<file path="src/rtl/page_prog_pkg.sv">
// Shared constants and carriers for the flash page program sequencer
package page_prog_pkg;
   localparam int PAGE_BYTES = 32;
   localparam int PAGE_COUNT = 256;
   localparam logic [7:0] SFR_BUFFER_POINTER = 8'h97;
   localparam logic [7:0] SFR_PAGE_ADDR_HIGH = 8'h96;
   localparam logic [7:0] SFR_PAGE_ADDR_LOW = 8'h95;
   localparam logic [7:0] SFR_PROGRAM_COMMAND = 8'h94;
   localparam logic [3:0] CMD_ARM = 4'hA;
   localparam logic [7:0] CMD_START = 8'h5A;
   localparam logic [7:0] BUFFER_POINTER_RESET = 8'h00;
   localparam logic [7:0] PAGE_ADDR_HIGH_RESET = 8'h00;
   localparam logic [2:0] PAGE_ADDR_LOW_RESET = 3'h0;
   localparam int LOW_ADDR_MSB = 7;
   localparam int LOW_ADDR_LSB = 5;
   localparam int LOW_CMD_MSB = 3;
   localparam logic [4:0] LAST_BYTE = 5'h1F;

   typedef struct packed {
      logic write;
      logic read;
      logic [7:0] addr;
      logic [7:0] wdata;
   } sfr_req_s;

   typedef struct packed {
      logic we;
      logic [12:0] addr;
      logic [7:0] data;
   } flash_wr_s;

   typedef enum logic [1:0] {
      ST_IDLE = 2'b00,
      ST_FETCH = 2'b01,
      ST_WRITE = 2'b10
   } seq_state_e;
endpackage : page_prog_pkg

</file>
<file path="src/rtl/page_byte_index.sv">
// Byte counter that walks the 32 positions of one page
module page_byte_index
   import page_prog_pkg::*;
(
   // Clock and reset
   input wire logic clk,
   input wire logic rst_n,
   // Control
   input wire logic clear,
   input wire logic step,
   // Status
   output logic [4:0] index,
   output logic last
);
   always_ff @(posedge clk or negedge rst_n) begin
      if (!rst_n) begin
         index <= 5'h00;
      end else if (clear) begin
         index <= 5'h00;
      end else if (step) begin
         index <= index + 5'h01;
      end
   end

   assign last = (index == LAST_BYTE);
endmodule : page_byte_index

</file>
<file path="src/rtl/flash_page_program_sequencer.sv">
// Flash page program sequencer: command registers and page copy engine
// Functional notes
// RL1 - Flash is 256 pages of 32 bytes
// RL2 - Source is a contiguous 32-byte RAM buffer
// RL3 - Firmware sets buffer pointer before starting
// RL4 - Page address bits 15:5, low bits zero
// RL5 - Start needs 0xA nibble then 0x5A byte
// RL6 - Firmware runs two NOPs after start
// RL7 - Copy 32 bytes in order into page
// RL8 - Firmware finishes setup before the start command
// RL9 - Firmware clears watchdog before page write
// RL10 - Firmware avoids vector pages and reserved top
// RL11 - Firmware avoids programming page 0 and 255
// RL12 - Nibble 0xA arms, other values disarm
// RL13 - Only 0x5A goes to command byte
// RL14 - Pointer and page address register layout
// RL15 - Unarmed start byte is ignored
// RL16 - Hold CPU fetch until page written
module flash_page_program_sequencer
   import page_prog_pkg::*;
(
   // Clock and reset
   input wire logic MCLK,
   input wire logic RST_N,
   // Special function register access
   input wire sfr_req_s SFR_REQ,
   output logic [7:0] SFR_RDATA,
   output logic SFR_HIT,
   // Internal data RAM read port
   output logic [7:0] RAM_ADDR,
   output logic RAM_RE,
   input wire logic [7:0] RAM_RDATA,
   // Program flash write port
   output flash_wr_s FLASH_WR,
   // CPU control and status
   output logic CPU_HOLD,
   output logic BUSY,
   output logic ARMED
);
   logic [7:0] buffer_pointer;
   logic [7:0] page_addr_high;
   logic [2:0] page_addr_low;
   logic armed;
   seq_state_e state;
   seq_state_e next_state;
   logic [7:0] base_ptr;
   logic [12:0] base_page;
   logic [4:0] index;
   logic last;
   logic start;
   logic step;

   function automatic logic hit(input sfr_req_s r, input logic [7:0] a);
      hit = (r.addr == a);
   endfunction : hit

   assign start = SFR_REQ.write && hit(SFR_REQ, SFR_PROGRAM_COMMAND) &&
                  SFR_REQ.wdata == CMD_START && armed && state == ST_IDLE; // RL5 RL15

   // Software visible registers; writes ignored while busy
   always_ff @(posedge MCLK or negedge RST_N) begin
      if (!RST_N) begin
         buffer_pointer <= BUFFER_POINTER_RESET;
         page_addr_high <= PAGE_ADDR_HIGH_RESET;
         page_addr_low <= PAGE_ADDR_LOW_RESET;
      end else if (SFR_REQ.write && state == ST_IDLE) begin
         if (hit(SFR_REQ, SFR_BUFFER_POINTER)) begin
            buffer_pointer <= SFR_REQ.wdata; // RL14
         end
         if (hit(SFR_REQ, SFR_PAGE_ADDR_HIGH)) begin
            page_addr_high <= SFR_REQ.wdata; // RL14
         end
         if (hit(SFR_REQ, SFR_PAGE_ADDR_LOW)) begin
            page_addr_low <= SFR_REQ.wdata[LOW_ADDR_MSB:LOW_ADDR_LSB]; // RL14
         end
      end
   end

   // Arm nibble; consumed by a start
   always_ff @(posedge MCLK or negedge RST_N) begin
      if (!RST_N) begin
         armed <= 1'b0;
      end else if (start) begin
         armed <= 1'b0;
      end else if (SFR_REQ.write && hit(SFR_REQ, SFR_PAGE_ADDR_LOW)) begin
         armed <= (SFR_REQ.wdata[LOW_CMD_MSB:0] == CMD_ARM); // RL12
      end
   end

   // Read back; command fields write-only, reserved bit zero
   always_comb begin
      SFR_HIT = hit(SFR_REQ, SFR_BUFFER_POINTER) || hit(SFR_REQ, SFR_PAGE_ADDR_HIGH) ||
                hit(SFR_REQ, SFR_PAGE_ADDR_LOW) || hit(SFR_REQ, SFR_PROGRAM_COMMAND);
      SFR_RDATA = 8'h00;
      if (hit(SFR_REQ, SFR_BUFFER_POINTER)) begin
         SFR_RDATA = buffer_pointer;
      end else if (hit(SFR_REQ, SFR_PAGE_ADDR_HIGH)) begin
         SFR_RDATA = page_addr_high;
      end else if (hit(SFR_REQ, SFR_PAGE_ADDR_LOW)) begin
         SFR_RDATA = {page_addr_low, 5'h00};
      end
   end

   // Latch the operation when started
   always_ff @(posedge MCLK or negedge RST_N) begin
      if (!RST_N) begin
         base_ptr <= 8'h00;
         base_page <= 13'h0000;
      end else if (start) begin
         base_ptr <= buffer_pointer; // RL2 RL3
         base_page <= {page_addr_high[4:0], page_addr_low, 5'h00}; // RL1 RL4
      end
   end

   always_comb begin
      next_state = state;
      unique case (state)
         ST_IDLE: if (start) next_state = ST_FETCH;
         ST_FETCH: next_state = ST_WRITE;
         ST_WRITE: next_state = last ? ST_IDLE : ST_FETCH;
         default: next_state = ST_IDLE;
      endcase
   end

   always_ff @(posedge MCLK or negedge RST_N) begin
      if (!RST_N) begin
         state <= ST_IDLE;
      end else begin
         state <= next_state;
      end
   end

   assign step = (state == ST_WRITE);

   page_byte_index u_index (
      .clk(MCLK),
      .rst_n(RST_N),
      .clear(start),
      .step(step),
      .index(index),
      .last(last)
   );

   // RAM read in FETCH, flash write of that byte in WRITE
   assign RAM_RE = (state == ST_FETCH);
   assign RAM_ADDR = base_ptr + {3'h0, index}; // RL2
   always_ff @(posedge MCLK or negedge RST_N) begin
      if (!RST_N) begin
         FLASH_WR <= '0;
      end else begin
         FLASH_WR.we <= (state == ST_FETCH); // RL7
         FLASH_WR.addr <= base_page | {8'h00, index}; // RL7
         FLASH_WR.data <= RAM_RDATA;
      end
   end

   assign BUSY = (state != ST_IDLE) || FLASH_WR.we;
   assign CPU_HOLD = start || BUSY; // RL16
   assign ARMED = armed;
endmodule : flash_page_program_sequencer

</file>
<file path="config.mk">
export PLATFORM = sky130hd
export DESIGN_NAME = flash_page_program_sequencer
export DESIGN_NICKNAME = d
export VERILOG_FILES = /design/src/rtl/page_prog_pkg.sv /design/src/rtl/page_byte_index.sv /design/src/rtl/flash_page_program_sequencer.sv
export SDC_FILE = /design/constraint.sdc
export NUM_CORES = 1
export LEC_CHECK = 0
export BUFFER_PORTS_ARGS = -buffer_cell sky130_fd_sc_hd__buf_4
export CAP_MARGIN = 20
export CELL_PAD_IN_SITES_DETAIL_PLACEMENT = 1
export CELL_PAD_IN_SITES_GLOBAL_PLACEMENT = 1
export CORE_AREA = 8 8 89 91
export DETAILED_ROUTE_END_ITERATION = 7
export DIE_AREA = 0 0 97 99
export PLACE_DENSITY_LB_ADDON = 0.15
export SLEW_MARGIN = 40
export SYNTH_ARGS = -nofsm -noshare
export SYNTH_HDL_FRONTEND = slang
export SYNTH_SLANG_ARGS = --single-unit
</file>
<file path="constraint.sdc">
create_clock -name MCLK -period 3.2 [get_ports MCLK]
set_clock_uncertainty 0.2 [all_clocks]
set_input_delay 0.48 -clock MCLK [delete_from_list [all_inputs] [get_ports MCLK]]
set_output_delay 0.48 -clock MCLK [all_outputs]
set_load 0.02 [all_outputs]
</file>
# Word-level counts from Yosys, hierarchy flattened
# Cells that the tools add are included.
# totals
elab_cells	52
reg_bits	65
out_inout_bits	43
# classes
n_reduce_logical	18
add_sub_neg	2
eq_ne	10
n_bitwise	1
muxes	10
# op_table
operator	n
equality test 8 bit, second input constant	4
two-way mux 8 bit	3
OR 13 x 5 -> 13 bit	1
two-way mux 5 bit	2
adder 8 x 5 -> 8 bit	1
equality test 8 x 7 -> 1 bit, second input constant	1
logical AND 1 bit	6
case mux 2 bit (3 select lines)	1
AND reduction 2 bit	3
nonzero test 2 bit	3
adder 5 x 1 -> 5 bit, second input constant	1
equality test 5 bit, second input constant	1
logical OR 1 bit	5
equality test 4 bit, second input constant	1
two-way mux 1 bit	3
equality test 2 x 1 -> 1 bit, second input constant	1
equality test 2 bit, second input constant	1
zero test 2 bit	1
two-way mux 2 bit	1
inequality test 2 bit, second input constant	1

# Depth between registers and ports, before layout
# depth
depth_word	7
ltp_mapped	6
ltp_nobuf	6

# Hierarchy
# A second synthesis with hierarchy kept.
# hier_totals
cells_unflattened	205
hier_area_um2	2825.2
# by_module_without_submodules
module	area_each_um2	n_inst	cells_each
flash_page_program_sequencer	2548.7	1	183
page_byte_index	276.5	1	22

# Worst setup path before layout
# Ideal clock, no wire load.
# synth_path
kind	register to output
start	reg u_index.index[1]
end	out RAM_ADDR[7]
path_stages_with_launch	5
t_arrival_ns	1.918
setup_slack_ns	0.602
path_cell_list	dfrtp_1 -> ha_1 -> a21oi_1 -> o21ai_0 -> o311ai_0
# synth_via
elab_chain_cells	1
# synth_rtl
element	line	rtl
start: declaration	page_byte_index.sv:12	output logic [4:0] index,
start signal: assignment	page_byte_index.sv:21	index <= index + 5'h01;
adder 8 x 5 -> 8 bit	flash_page_program_sequencer.sv:146	assign RAM_ADDR = base_ptr + {3'h0, index};
end: declaration	flash_page_program_sequencer.sv:30	output logic [7:0] RAM_ADDR,
# Every way passes these cells.

# Worst setup path in the final report
# layout_path
start	reg u_index.index[0]
end	out RAM_ADDR[6]
# The elaborated chain is that of the path after synthesis.

==> impl_metrics.tcl <==
set metrics [dict create \
    status "completed" \
    grt_pass1_vias 2143 \
    ys_warn_count 0 \
    diodes 0 \
    antenna_found_initial 0 \
    whs_path_depth 1 \
    stdcell_area_um2 3690 \
    fp.dieH_um 99 \
    clockBufferDepth 2 \
    syn2layout_area_growth_pct 28.1 \
    htreeDepth 3 \
    die_area_um2 9600 \
    hold_path_class "in -> reg" \
    synthCells 208 \
    fin_crit_ns 3.01 \
    via_per_inst 5.22 \
    root_buffer "clkbuf_8" \
    min_to "FLASH_WR[1]" \
    yosys.area.top_type_share 0.565 \
    yosys.area.top_type "dfrtp_1" \
    routed_wl_um 6740 \
    initialDrtViolationCount 43 \
    grt-ovfl-total 0 \
    avgSynthCellArea_um2 13.8 \
    core_area_um2 6570 \
    post_dp_cell_area_um2 3450 \
    cts_tree "done" \
    rrSetupSlack_ns 1.09 \
    reg2reg_depth 5 \
    cts_sinks 65 \
    layout_setup_ws_ns 0.193 \
    first_pass_iters 4 \
    io_buffers 69 \
    critPathCaptureType "primary output" \
    synth_area_leaders "dfrtp_1 57%, mux2_2 9.4%, mux2_4 7.3%" \
    drtAntennaViolNets 0 \
    p_leak_uw 0.00189 \
    critical_path.startpoint_type "flop" \
    rsz0062_at_grt "false" \
    yosysSeqAreaShare 0.565 \
    synth.distinct_cells 43 \
    finalSetupTns_ns 0 \
    tightest_slew_ns 0.598 \
    ys.flop_type "dfrtp_1" \
    die_w_um 97 \
    p_per_area_nw_per_um2 462 \
    vias 1930 \
    min_from "RAM_RDATA[1]" \
    timing_worst_setup_path_type "reg -> out" \
    wl_per_cell_um 18.2 \
    drv_cap 0 \
    drc_errors 0 \
    r2r_start "state[0]" \
    timing.slew.headroom 0.602 \
    grt_first_pass_wirelength_um 11200 \
    std_cell_rows 30 \
    cts_buffers 9 \
    critPathRequiredTime_ns 2.52 \
    place_ws_ns 0.509 \
    synth_area_um2 2880 \
    clk_pin_slew_worst_paths_ns 0.08 \
    synth_edf_count 0 \
    hold_viol_final 0 \
    num_io_pins 71 \
    nets 321 \
    setup_viol 0 \
    clock_latency_ns 0.34 \
    syn_nets 244 \
    worstPathMaxFanout 6 \
    worst_r2r_endpoint "base_ptr[4]" \
    grt_max_degree 66 \
    drive_above_1_share 0.459 \
    cts_resized 0 \
    period_share 0.940 \
    synthArstFlopShare 1.00 \
    arrival_ns 2.33 \
    grt_usage 0.143 \
    initial_core_util 0.438 \
    fmax_mhz 333 \
    slew_viol_final 0 \
    synth-seq-cells 65 \
    vdd_drop_max_uv 284 \
    hpwl_um 4860 \
    gp_congestion 0.749 \
]
## logic make-up after synthesis
| group | count (synthesis) | synth area share |
|---|---|---|
| flip-flops | 65 | 0.565 |
| AND/OR/NAND/NOR | 55 | 0.121 |
| multiplexers | 44 | 0.188 |
| AO/OA/AOI/OAI | 23 | 0.0513 |
| buffers and inverters | 8 | 0.0222 |
| adder cells (fa/ha/maj) | 8 | 0.0374 |
| XOR/XNOR | 5 | 0.0152 |
## power by group
part           leakage [µW]  switching [µW]  internal [µW]
clock network      0.000109             324            438
logic              0.000889            48.5           45.6
registers          0.000887            10.2            837
## final cells by class
type                       count  area, µm²
fill                         675       2880
clock inverter                 7       95.1
multi-input combinational    135       1190
clock buffer                   9        124
timing repair buffer          72        547
sequential                    65       1630
inverter                       2       7.51
tap                           80        100
## state kept, by name (all words and copies together) (netlist names)
signal / cells
ARMED: 1
page_addr_low: 3
u_index.index: 5
base_ptr: 8
base_page: 8
FLASH_WR: 22
page_addr_high: 8
state: 2
buffer_pointer: 8
## Yosys cell counts, drive strengths merged (3+ instances only)
cell type  number
dfrtp          65
mux2           38
nand2          15
nor2           13
ha              7
o21ai           7
mux2i           6
nor2b           6
buf             5
a21oi           4
a22oi           3
nand2b          3
nor3            3
nor3b           3
xor2            3
## stage by stage
step / util / total power [µW] / cells / hold WS [ns]
finish: 0.561 / 1700 / 370 / 0.0444
CTS: 0.559 / 1730 / 369 / 0.0308
global placement: 0.526 / 955 / 353 / 0.157
global route: 0.561 / 1770 / 370 / 0.0230
floorplan: - / 896 / 208 / -0.0156
detailed placement: 0.526 / 958 / 353 / 0.160
## routing by layer
metal  up-vias  track usage  part of all wire  wire [µm]
met5         -            0                 0          0
met4         0       0.0533             0.012         80
met3         9       0.0406             0.049        331
met2        52        0.233              0.48       3250
met1       972        0.176              0.46       3080
li1        897            -                 -          -
## cell usage in the layout, fill, tap and decap left out, drive strengths merged, types with 4 or more instances in the layout
master,instances
a21oi,4
buf,71
clkbuf,9
clkinv,4
dfrtp,65
ha,7
mux2,38
mux2i,6
nand2,15
nor2,13
nor2b,6
o21ai,7
## worst max path at each step
| stage | start | slack [ns] | end |
|---|---|---|---|
| CTS | u_index.index[0] | 0.14 | RAM_ADDR[6] |
| finish | u_index.index[0] | 0.19 | RAM_ADDR[6] |
| global placement | u_index.index[0] | 0.62 | RAM_ADDR[6] |
| global route | u_index.index[0] | 0.08 | RAM_ADDR[6] |
| floorplan | u_index.index[1] | 0.60 | RAM_ADDR[7] |
| detailed placement | u_index.index[0] | 0.51 | RAM_ADDR[6] |
## worst max-delay path: stages (launching register included)
cell	delay, ns
dfrtp_1	0.46
ha_1	0.25
fa_1	0.41
a21o_1	0.20
a211oi_1	0.28
nor2_1	0.10
xor2_1	0.15
buf_4	0.16
## timing repair
item	in CTS	in global routing
setup buffers	0	0
hold buffers	0	1
endpoints found under the hold margin	0	64
setup endpoints to repair	0	0
No activity file was read; power rests on OpenSTA's default activity.
